===== src/knk_defines.svh =====
// constants of the knock processor serial configuration block
`ifndef KNK_DEFINES_SVH
`define KNK_DEFINES_SVH

// ************************************************************
// word layout and address codes
// ************************************************************
`define KNK_WORD_BITS 8
`define KNK_ADDR_FREQ 2'b00
`define KNK_ADDR_GAIN 2'b10
`define KNK_ADDR_PRESC 2'b01
`define KNK_ADDR_TC 3'b110
`define KNK_ADDR_TEST 3'b111
`define KNK_PULSES 4'h8
`define KNK_CNT_MAX 4'hf

// ************************************************************
// field positions
// ************************************************************
`define KNK_Z_BIT 0
`define KNK_CH_BIT 0

// ************************************************************
// reset values
// ************************************************************
`define KNK_RST_FREQ 6'h00
`define KNK_RST_GAIN 6'h00
`define KNK_RST_TC 5'h00
`define KNK_RST_PRESC 6'h01
`define KNK_RST_TEST 5'h00
`define KNK_RST_MHZ 5'h04

// ************************************************************
// diagnostic source selects (test field bits 4..1)
// ************************************************************
`define KNK_DIAG_FREQ 4'h1
`define KNK_DIAG_GAIN 4'h2
`define KNK_DIAG_TC 4'h3
`define KNK_DIAG_PRESC 4'h4
`define KNK_DIAG_TEST 4'h5
`define KNK_DIAG_SI 4'h6
`define KNK_DIAG_CMP 4'h7

`endif


===== src/knk_pkg.sv =====
// types of the knock processor serial configuration block
package knk_pkg;
   // receive state of the serial filter
   typedef enum logic [1:0] {KNK_IDLE, KNK_SHIFT, KNK_REJECT} knk_rx_state_t;
   // destination of a decoded word
   typedef enum logic [2:0] {KNK_TO_FREQ, KNK_TO_GAIN, KNK_TO_PRESC, KNK_TO_TC,
      KNK_TO_TEST} knk_dest_t;
endpackage


===== src/knk_link_if.sv =====
// link between the serial receiver and the register bank
`timescale 1ns/10ps
`default_nettype none
interface knk_link_if;
   logic word_stb;
   logic [7:0] word;
   logic sck_fall;
   logic frame_start;
   logic si_buf;
   modport rx (output word_stb, word, sck_fall, frame_start, si_buf);
   modport bank (input word_stb, word, sck_fall, frame_start, si_buf);
endinterface
`default_nettype wire


===== src/knk_spi_rx.sv =====
// serial receiver with the eight-pulse word filter
`timescale 1ns/10ps
`default_nettype none
`include "knk_defines.svh"
module knk_spi_rx #(
   parameter int WORD_BITS = `KNK_WORD_BITS
) (
   input wire logic clk,
   input wire logic rst_n,
   input wire logic sck,
   input wire logic cs_n,
   input wire logic si,
   knk_link_if.rx lnk
);
   initial begin
      if (WORD_BITS != 8) $error("knk_spi_rx supports only 8-bit words");
   end

   knk_pkg::knk_rx_state_t state, next_state;
   logic [3:0] cnt, next_cnt;
   logic [7:0] shreg, next_shreg;
   logic sck_d, cs_d, next_stb;
   logic sck_fall, cs_fall, cs_rise;

   // ************************************************************
   // edge detection on the pins
   // ************************************************************
   assign sck_fall = sck_d & ~sck;
   assign cs_fall = cs_d & ~cs_n;
   assign cs_rise = ~cs_d & cs_n;

   // filter: count falling edges while selected, accept only exactly eight
   always_comb begin
      next_state = state;
      next_cnt = cnt;
      next_shreg = shreg;
      next_stb = 1'b0;
      case (state)
         knk_pkg::KNK_IDLE: begin
            if (cs_fall) begin
               next_cnt = 4'h0;
               next_state = sck ? knk_pkg::KNK_REJECT : knk_pkg::KNK_SHIFT;
            end
         end
         knk_pkg::KNK_SHIFT: begin
            if (cs_rise) begin
               // clock high at release, or wrong pulse count, drops the word
               next_stb = ~sck && (cnt == `KNK_PULSES);
               next_state = knk_pkg::KNK_IDLE;
            end else if (sck_fall) begin
               next_shreg = {shreg[6:0], si};
               next_cnt = (cnt == `KNK_CNT_MAX) ? cnt : cnt + 4'h1; // saturate, never wraps to 8
            end
         end
         knk_pkg::KNK_REJECT: begin
            if (cs_rise) next_state = knk_pkg::KNK_IDLE;
         end
         default: next_state = knk_pkg::KNK_IDLE;
      endcase
   end

   // registers of the receiver; cs_d resets high so reset is not a select edge
   always_ff @(posedge clk) begin
      if (!rst_n) begin
         state <= knk_pkg::KNK_IDLE;
         cnt <= 4'h0;
         shreg <= 8'h00;
         sck_d <= 1'b0;
         cs_d <= 1'b1;
         lnk.word_stb <= 1'b0;
         lnk.word <= 8'h00;
         lnk.sck_fall <= 1'b0;
         lnk.frame_start <= 1'b0;
         lnk.si_buf <= 1'b0;
      end else begin
         state <= next_state;
         cnt <= next_cnt;
         shreg <= next_shreg;
         sck_d <= sck;
         cs_d <= cs_n;
         lnk.word_stb <= next_stb;
         lnk.word <= shreg;
         lnk.sck_fall <= sck_fall & ~cs_n;
         lnk.frame_start <= cs_fall;
         lnk.si_buf <= si;
      end
   end

   // ************************************************************
   // assertions
   // ************************************************************
   property p_stb_eight;
      @(posedge clk) disable iff (!rst_n)
      lnk.word_stb |-> $past(cnt) == `KNK_PULSES && $past(cs_rise);
   endproperty
   a_stb_eight: assert property (p_stb_eight) else $error("word taken without eight pulses");

   property p_high_sck_rejects;
      @(posedge clk) disable iff (!rst_n)
      (state == knk_pkg::KNK_IDLE && cs_fall && sck) |=> state == knk_pkg::KNK_REJECT ##1
         !lnk.word_stb;
   endproperty
   a_high_sck_rejects: assert property (p_high_sck_rejects) else $error("high clock at select not rejected");

   property p_shift_fall;
      @(posedge clk) disable iff (!rst_n)
      (state == knk_pkg::KNK_SHIFT && sck_fall && !cs_rise) |=> shreg[0] == $past(si);
   endproperty
   a_shift_fall: assert property (p_shift_fall) else $error("data not sampled on clock fall");

   c_good_word: cover property (@(posedge clk) disable iff (!rst_n) lnk.word_stb);
   c_rejected: cover property (@(posedge clk) disable iff (!rst_n)
      state == knk_pkg::KNK_REJECT);
endmodule
`default_nettype wire


===== src/knk_spi_config.sv =====
// knock processor serial configuration: register bank, prescaler decode, output mux
// ************************************************************
// What this block does
// - prescaler bits 4..1 map 0000..1000 to 4..24 MHz; bit 5 ignored
// - last prescaler bit 1 floats the serial output, 0 drives it
// - programming arrives as eight-bit words, one per transaction
// - shifting happens only while chip select is low
// - address decode routes each word to exactly one of five registers
// - test/channel register picks input amplifier and test conditions
// - diagnostic mux drives serial output with register, input copy or comparator
// - valid word loads its register on the rising edge of select
// - words are accepted in integrate mode as well as hold mode
// - only exactly eight pulses per word are accepted
// - 00 frequency, 10 gain, 01 prescaler; 110 time constant, 111 test
// - words travel msb first, address leading, value trailing
// - data sampled on clock falling edges after select falls
// - test word bit 0 selects channel 0 or channel 1
// ************************************************************
`timescale 1ns/10ps
`default_nettype none
`include "knk_defines.svh"
module knk_spi_config #(
   parameter int WORD_BITS = `KNK_WORD_BITS
) (
   input wire logic clk,
   input wire logic rst_n,
   input wire logic sck,
   input wire logic cs_n,
   input wire logic si,
   input wire logic int_hold,
   input wire logic test_mode_n,
   input wire logic rect_compare,
   output logic so,
   output logic so_oe,
   output logic [5:0] band_pass_filter_code,
   output logic [5:0] gain_code,
   output logic [4:0] integ_time_code,
   output logic [5:0] clock_divider_output_control,
   output logic [4:0] test_channel_code,
   output logic input_channel_bit,
   output logic [4:0] clock_freq_mhz
);
   initial begin
      if (WORD_BITS != 8) $error("knk_spi_config supports only 8-bit words");
   end

   // ************************************************************
   // functions
   // ************************************************************
   // address decode of a received word
   function automatic knk_pkg::knk_dest_t knk_decode(input logic [7:0] w);
      if (w[7:6] == `KNK_ADDR_FREQ) knk_decode = knk_pkg::KNK_TO_FREQ;
      else if (w[7:6] == `KNK_ADDR_GAIN) knk_decode = knk_pkg::KNK_TO_GAIN;
      else if (w[7:6] == `KNK_ADDR_PRESC) knk_decode = knk_pkg::KNK_TO_PRESC;
      else if (w[7:5] == `KNK_ADDR_TC) knk_decode = knk_pkg::KNK_TO_TC;
      else knk_decode = knk_pkg::KNK_TO_TEST;
   endfunction

   // external clock rate implied by the divider code; unlisted codes read zero
   function automatic logic [4:0] knk_freq(input logic [3:0] code);
      case (code)
         4'h0: knk_freq = 5'h04;
         4'h1: knk_freq = 5'h05;
         4'h2: knk_freq = 5'h06;
         4'h3: knk_freq = 5'h08;
         4'h4: knk_freq = 5'h0a;
         4'h5: knk_freq = 5'h0c;
         4'h6: knk_freq = 5'h10;
         4'h7: knk_freq = 5'h14;
         4'h8: knk_freq = 5'h18;
         default: knk_freq = 5'h00;
      endcase
   endfunction

   // ************************************************************
   // receiver
   // ************************************************************
   knk_link_if lnk ();

   knk_spi_rx #(.WORD_BITS(WORD_BITS)) u_rx (
      .clk(clk),
      .rst_n(rst_n),
      .sck(sck),
      .cs_n(cs_n),
      .si(si),
      .lnk(lnk)
   );

   // ************************************************************
   // programmable registers
   // ************************************************************
   logic [5:0] next_freq, next_gain, next_presc;
   logic [4:0] next_tc, next_test;
   knk_pkg::knk_dest_t dest;

   assign dest = knk_decode(lnk.word);

   // integrate/hold level does not gate loading, so words land in either mode
   always_comb begin
      next_freq = band_pass_filter_code;
      next_gain = gain_code;
      next_presc = clock_divider_output_control;
      next_tc = integ_time_code;
      next_test = test_channel_code;
      if (lnk.word_stb) begin
         case (dest)
            knk_pkg::KNK_TO_FREQ: next_freq = lnk.word[5:0];
            knk_pkg::KNK_TO_GAIN: next_gain = lnk.word[5:0];
            knk_pkg::KNK_TO_PRESC: next_presc = lnk.word[5:0];
            knk_pkg::KNK_TO_TC: next_tc = lnk.word[4:0];
            knk_pkg::KNK_TO_TEST: next_test = lnk.word[4:0];
            default: next_test = test_channel_code;
         endcase
      end
   end

   // ************************************************************
   // diagnostic output mux
   // ************************************************************
   logic [3:0] diag_sel;
   logic [7:0] diag_sh, next_diag_sh;
   logic next_so, next_so_oe, diag_on;

   assign diag_sel = test_channel_code[4:1];
   assign diag_on = ~test_mode_n;

   // register source is reloaded at each select fall and shifted out msb first
   always_comb begin
      next_diag_sh = diag_sh;
      if (lnk.frame_start) begin
         case (diag_sel)
            `KNK_DIAG_FREQ: next_diag_sh = {band_pass_filter_code, 2'b00};
            `KNK_DIAG_GAIN: next_diag_sh = {gain_code, 2'b00};
            `KNK_DIAG_TC: next_diag_sh = {integ_time_code, 3'b000};
            `KNK_DIAG_PRESC: next_diag_sh = {clock_divider_output_control, 2'b00};
            `KNK_DIAG_TEST: next_diag_sh = {test_channel_code, 3'b000};
            default: next_diag_sh = 8'h00;
         endcase
      end else if (lnk.sck_fall) begin
         next_diag_sh = {diag_sh[6:0], 1'b0};
      end
   end

   // outside diagnostic mode the pin carries a steady low
   always_comb begin
      next_so = 1'b0;
      if (diag_on) begin
         case (diag_sel)
            `KNK_DIAG_SI: next_so = lnk.si_buf;
            `KNK_DIAG_CMP: next_so = rect_compare;
            default: next_so = diag_sh[7];
         endcase
      end
      next_so_oe = ~clock_divider_output_control[`KNK_Z_BIT];
   end

   // all outputs leave flops; reset parks output in high impedance
   always_ff @(posedge clk) begin
      if (!rst_n) begin
         band_pass_filter_code <= `KNK_RST_FREQ;
         gain_code <= `KNK_RST_GAIN;
         integ_time_code <= `KNK_RST_TC;
         clock_divider_output_control <= `KNK_RST_PRESC;
         test_channel_code <= `KNK_RST_TEST;
         input_channel_bit <= 1'b0;
         clock_freq_mhz <= `KNK_RST_MHZ;
         diag_sh <= 8'h00;
         so <= 1'b0;
         so_oe <= 1'b0;
      end else begin
         band_pass_filter_code <= next_freq;
         gain_code <= next_gain;
         integ_time_code <= next_tc;
         clock_divider_output_control <= next_presc;
         test_channel_code <= next_test;
         input_channel_bit <= next_test[`KNK_CH_BIT];
         clock_freq_mhz <= knk_freq(next_presc[4:1]);
         diag_sh <= next_diag_sh;
         so <= next_so;
         so_oe <= next_so_oe;
      end
   end

   // ************************************************************
   // assertions
   // ************************************************************
   property p_load_freq;
      @(posedge clk) disable iff (!rst_n)
      (lnk.word_stb && lnk.word[7:6] == `KNK_ADDR_FREQ) |=>
         band_pass_filter_code == $past(lnk.word[5:0]) && $stable(gain_code);
   endproperty
   a_load_freq: assert property (p_load_freq) else $error("frequency word misrouted");

   property p_load_tc;
      @(posedge clk) disable iff (!rst_n)
      (lnk.word_stb && lnk.word[7:5] == `KNK_ADDR_TC) |=>
         integ_time_code == $past(lnk.word[4:0]) && $stable(test_channel_code);
   endproperty
   a_load_tc: assert property (p_load_tc) else $error("time constant word misrouted");

   property p_hold_regs;
      @(posedge clk) disable iff (!rst_n)
      !lnk.word_stb |=> $stable(band_pass_filter_code) && $stable(gain_code) &&
         $stable(integ_time_code) && $stable(clock_divider_output_control) &&
         $stable(test_channel_code);
   endproperty
   a_hold_regs: assert property (p_hold_regs) else $error("register changed without word");

   property p_so_enable;
      @(posedge clk) disable iff (!rst_n)
      ##1 so_oe == !$past(clock_divider_output_control[`KNK_Z_BIT]);
   endproperty
   a_so_enable: assert property (p_so_enable) else $error("output enable disagrees with z bit");

   property p_freq_24;
      @(posedge clk) disable iff (!rst_n)
      clock_divider_output_control[4:1] == 4'h8 |-> clock_freq_mhz == 5'h18;
   endproperty
   a_freq_24: assert property (p_freq_24) else $error("divider code 1000 not 24 MHz");

   property p_diag_si;
      @(posedge clk) disable iff (!rst_n)
      (diag_on && diag_sel == `KNK_DIAG_SI) |=> so == $past(lnk.si_buf);
   endproperty
   a_diag_si: assert property (p_diag_si) else $error("serial input copy not on output");

   property p_channel;
      @(posedge clk) disable iff (!rst_n)
      input_channel_bit == test_channel_code[`KNK_CH_BIT];
   endproperty
   a_channel: assert property (p_channel) else $error("channel bit out of step");

   c_int_load: cover property (@(posedge clk) disable iff (!rst_n) int_hold && lnk.word_stb);
   c_so_driven: cover property (@(posedge clk) disable iff (!rst_n) so_oe && diag_on);
   c_cmp_out: cover property (@(posedge clk) disable iff (!rst_n)
      diag_on && diag_sel == `KNK_DIAG_CMP);
endmodule
`default_nettype wire


===== config.mk =====
export PLATFORM = sky130hd
export DESIGN_NAME = knk_spi_config
export DESIGN_NICKNAME = d
export VERILOG_FILES = /design/src/knk_pkg.sv /design/src/knk_link_if.sv /design/src/knk_spi_rx.sv /design/src/knk_spi_config.sv
export VERILOG_INCLUDE_DIRS = /design/src
export SDC_FILE = /design/constraint.sdc
export NUM_CORES = 1
export LEC_CHECK = 0
export BUFFER_PORTS_ARGS = -buffer_cell sky130_fd_sc_hd__buf_2
export CAP_MARGIN = 40
export CORE_ASPECT_RATIO = 2
export CORE_UTILIZATION = 35
export DETAILED_ROUTE_END_ITERATION = 7
export MAX_ROUTING_LAYER = met4
export PLACE_DENSITY = 0.65
export SETUP_SLACK_MARGIN = 0.2
export SYNTH_ARGS = -nofsm -noshare
export SYNTH_HDL_FRONTEND = slang
export SYNTH_SLANG_ARGS = --single-unit

===== constraint.sdc =====
create_clock -name clk -period 1.6 [get_ports clk]
set_input_delay 0.08 -clock clk [delete_from_list [all_inputs] [get_ports clk]]
set_output_delay 0.08 -clock clk [all_outputs]
set_load 0.02 [all_outputs]

==> impl_metrics.yaml <==
drt:
  drt-total-wl_mm: 8.21
  post-route-drc-count: 0
  drt_pass1_iterations: 4
  num_vias: 2658
  vias_per_cell: 5.33
  drtAntennaViolNets: 0
  wl_per_cell_um: 16.4
  drt_iter0_drc: 206
worst_setup_path:
  crit_path_end_kind: "register"
  path_max_fanout: 5
  crit_type: "register to register"
  critPathSlowestCell: "dfxtp_2"
  critical_path.max_stage_delay_ns: 0.33
  crit_arrival_ns: 1.81
  cp.required_ns: 1.86
  crit_chain: "ha_2, nand3_2, a41oi_2, buf_4, or3_1, a21oi_2"
  start_kind: "register"
final_layout:
  syn_to_final_growth_pct: 30.4
  final_nets: 408
  fill_cells: 778
  drive_gt1_share_pct: 30.2
  final_cell_mix: "dfxtp_1, buf_2, nor2_1"
  final_common_cell: "dfxtp_1"
  antenna_cells: 0
  final_core_util_pct: 47.2
sta:
  period_share_pct: 96.5
  fin_setup_tns_ns: 0
  fin_ws_ns: 0.0559
  hold_viol: 0
  grt_setup_unrepaired: "true"
  setup_viol: 0
  max_freq_mhz: 648
  slew-limit-headroom_pct: 67.6
  slew_viol_final: 0
  worst_slew_pin_slew_ns: 0.485
  finClkSkew_ns: 0.00953
  period_minus_slack_ns: 1.54
clocking:
  cts_root_buffer: "clkbuf_16"
  cts_buffers: 9
  cts.sinks: 69
  htreeDepth: 3
  clk_pin_slew_worst_paths_ns: 0.06
  clk_path_buf_depth: 2
  cts_tree: "yes"
  clkLatencyLatePin_ns: 0.34
synthesis:
  syn-cell-area_um2: 3000
  yosys-top-cells-area: "dfxtp_1, mux2i_1, nor2_1"
  avgSynthCellArea_um2: 8.96
  syn-instance-count: 335
  ys_types: 57
  synth_top_area_share_pct: 46.0
  synth_flop_cell: "dfxtp_1"
  ys_ff_latch: 69
  synth_enable_flop_cells: 0
  async_flop_share_pct: 0
  yosys_warnings: 0
  synth_top_area_cell: "dfxtp_1"
  synth_nets: 347
  ys_seq_area_share_pct: 46.0
pwr:
  total_leakage_power_nw: 1.71
  ir_drop_mv: 0.681
  power.density_nw_per_um2: 1010
global_routing:
  grt_start_max_net_pins: 31
  antenna_found_initial: 0
  grt_pass1_wl_mm: 12.8
  grt.total_usage_pct: 20.3
  grt_pass1_vias: 2622
  gr-total-overflow: 0
floorplanning:
  core_um2: 8290
  rows: 47
  io_pins: 44
  dieArea_um2: 8980
  start_util_pct: 36.2
  die_y_um: 133
  die_w_um: 67.5
hold_path:
  hold_class: "input pin to register"
place:
  hpwl_mm: 5.63
  dp_slack_ns: 0.0962
  io_buffer_count: 42
  place.gp.congestion: 0.862
job:
  maxCapViolCount: 0
status:
  status: "finished, final reports clean"
what timing repair did:
action	in CTS	in global routing
hold buffers	3	0
resized for setup	14	15
gates cloned	0	1
pin swaps	9	8
setup buffers	4	7
hold endpoints to repair	3	0
endpoints found under the setup margin	9	18
worst max-delay path, delay by kind of cell (launching register included):
kind            cells  cell delay [ns]
compound gates      2             0.35
fa+ha+maj           1             0.19
buf+inv             1             0.19
flops               1             0.33
simple gates        2             0.41
cells in the mapped netlist, types with 2 or more instances:
library cell	count
a21o_1	3
nor2b_1	13
a221o_1	2
inv_1	16
o21ai_0	7
and3_1	2
o221ai_1	3
nand3b_1	6
buf_6	2
nand2_1	18
mux2i_1	29
a31oi_1	5
nand2b_1	4
or4_1	4
nor3_1	8
ha_1	4
and2_1	10
a22oi_1	2
o21a_1	2
nand3_1	9
nor2_1	42
buf_4	3
clkbuf_1	16
dfxtp_1	69
a21oi_1	24
sequential cells by signal (all words and copies together), names as in the netlist, 2 cells and up:
name	count
clock_divider_output_control	6
clock_freq_mhz	5
u_rx.shreg	8
band_pass_filter_code	6
gain_code	6
u_rx.lnk.word	8
u_rx.cnt	4
u_rx.state	2
test_channel_code	5
integ_time_code	5
diag_sh	6
through the flow:
step | instances | total power, W | area [µm²] | hold slack [ns]
3_3_place_gp | 468 | 0.00196 | 3400 | 0.293
3_5_place_dp | 468 | 0.00197 | 3400 | 0.279
6_report | 499 | 0.00397 | 3920 | 0.0513
4_1_cts | 491 | 0.00400 | 3810 | 0.0283
5_1_grt | 499 | 0.00412 | 3920 | 0.0563
2_1_floorplan | 335 | 0.00192 | 3050 | 0.170
logic make-up after synthesis:
family                     synth area share, %
AOI/OAI and AO/OA                         14.2
xor gates and xnor gates                 0.583
adders and majority gates                 1.67
buffers and inverters                     6.08
DFF                                       46.0
muxes                                     10.0
and+or+nand+nor                           21.5
report_power, final:
group	switching [W]	internal [W]	leakage, nW	total (W)
Clock	0.000716	0.00129	0.150	0.00201
Sequential	0.0000156	0.00174	0.562	0.00175
Combinational	0.000116	0.0000952	0.995	0.000212
metal layers:
layer,vias up,wire length (µm),track usage [%]
li1,1287,-,-
met2,82,4340,31.9
met1,1253,2970,20.3
met5,-,0,-
met3,36,332,4.05
met4,0,563,17.4
cell type report:
class | instances | area, µm² | share of cell area (%)
timing repair buffer | 74 | 472 | 12.0
clock buffer | 13 | 260 | 6.65
clock inverter | 3 | 43.8 | 1.12
tap | 98 | 123 | 3.13
sequential | 69 | 1400 | 35.7
inverter | 17 | 63.8 | 1.63
multi-input combinational | 225 | 1560 | 39.7
worst paths after layout:
kind | start | to | slack [ns] | cells past startpoint
setup / recovery | u_rx.cnt[0] | u_rx.cnt[0] | 0.06 | 6
hold reg to reg | u_rx.shreg[7] | u_rx.lnk.word[7] | 0.46 | 1
setup reg to reg | u_rx.cnt[0] | u_rx.cnt[0] | 0.06 | 6
hold / removal | cs_n | u_rx.lnk.word_stb | 0.05 | 3
Note: power is estimated with default switching activity, not from simulation.
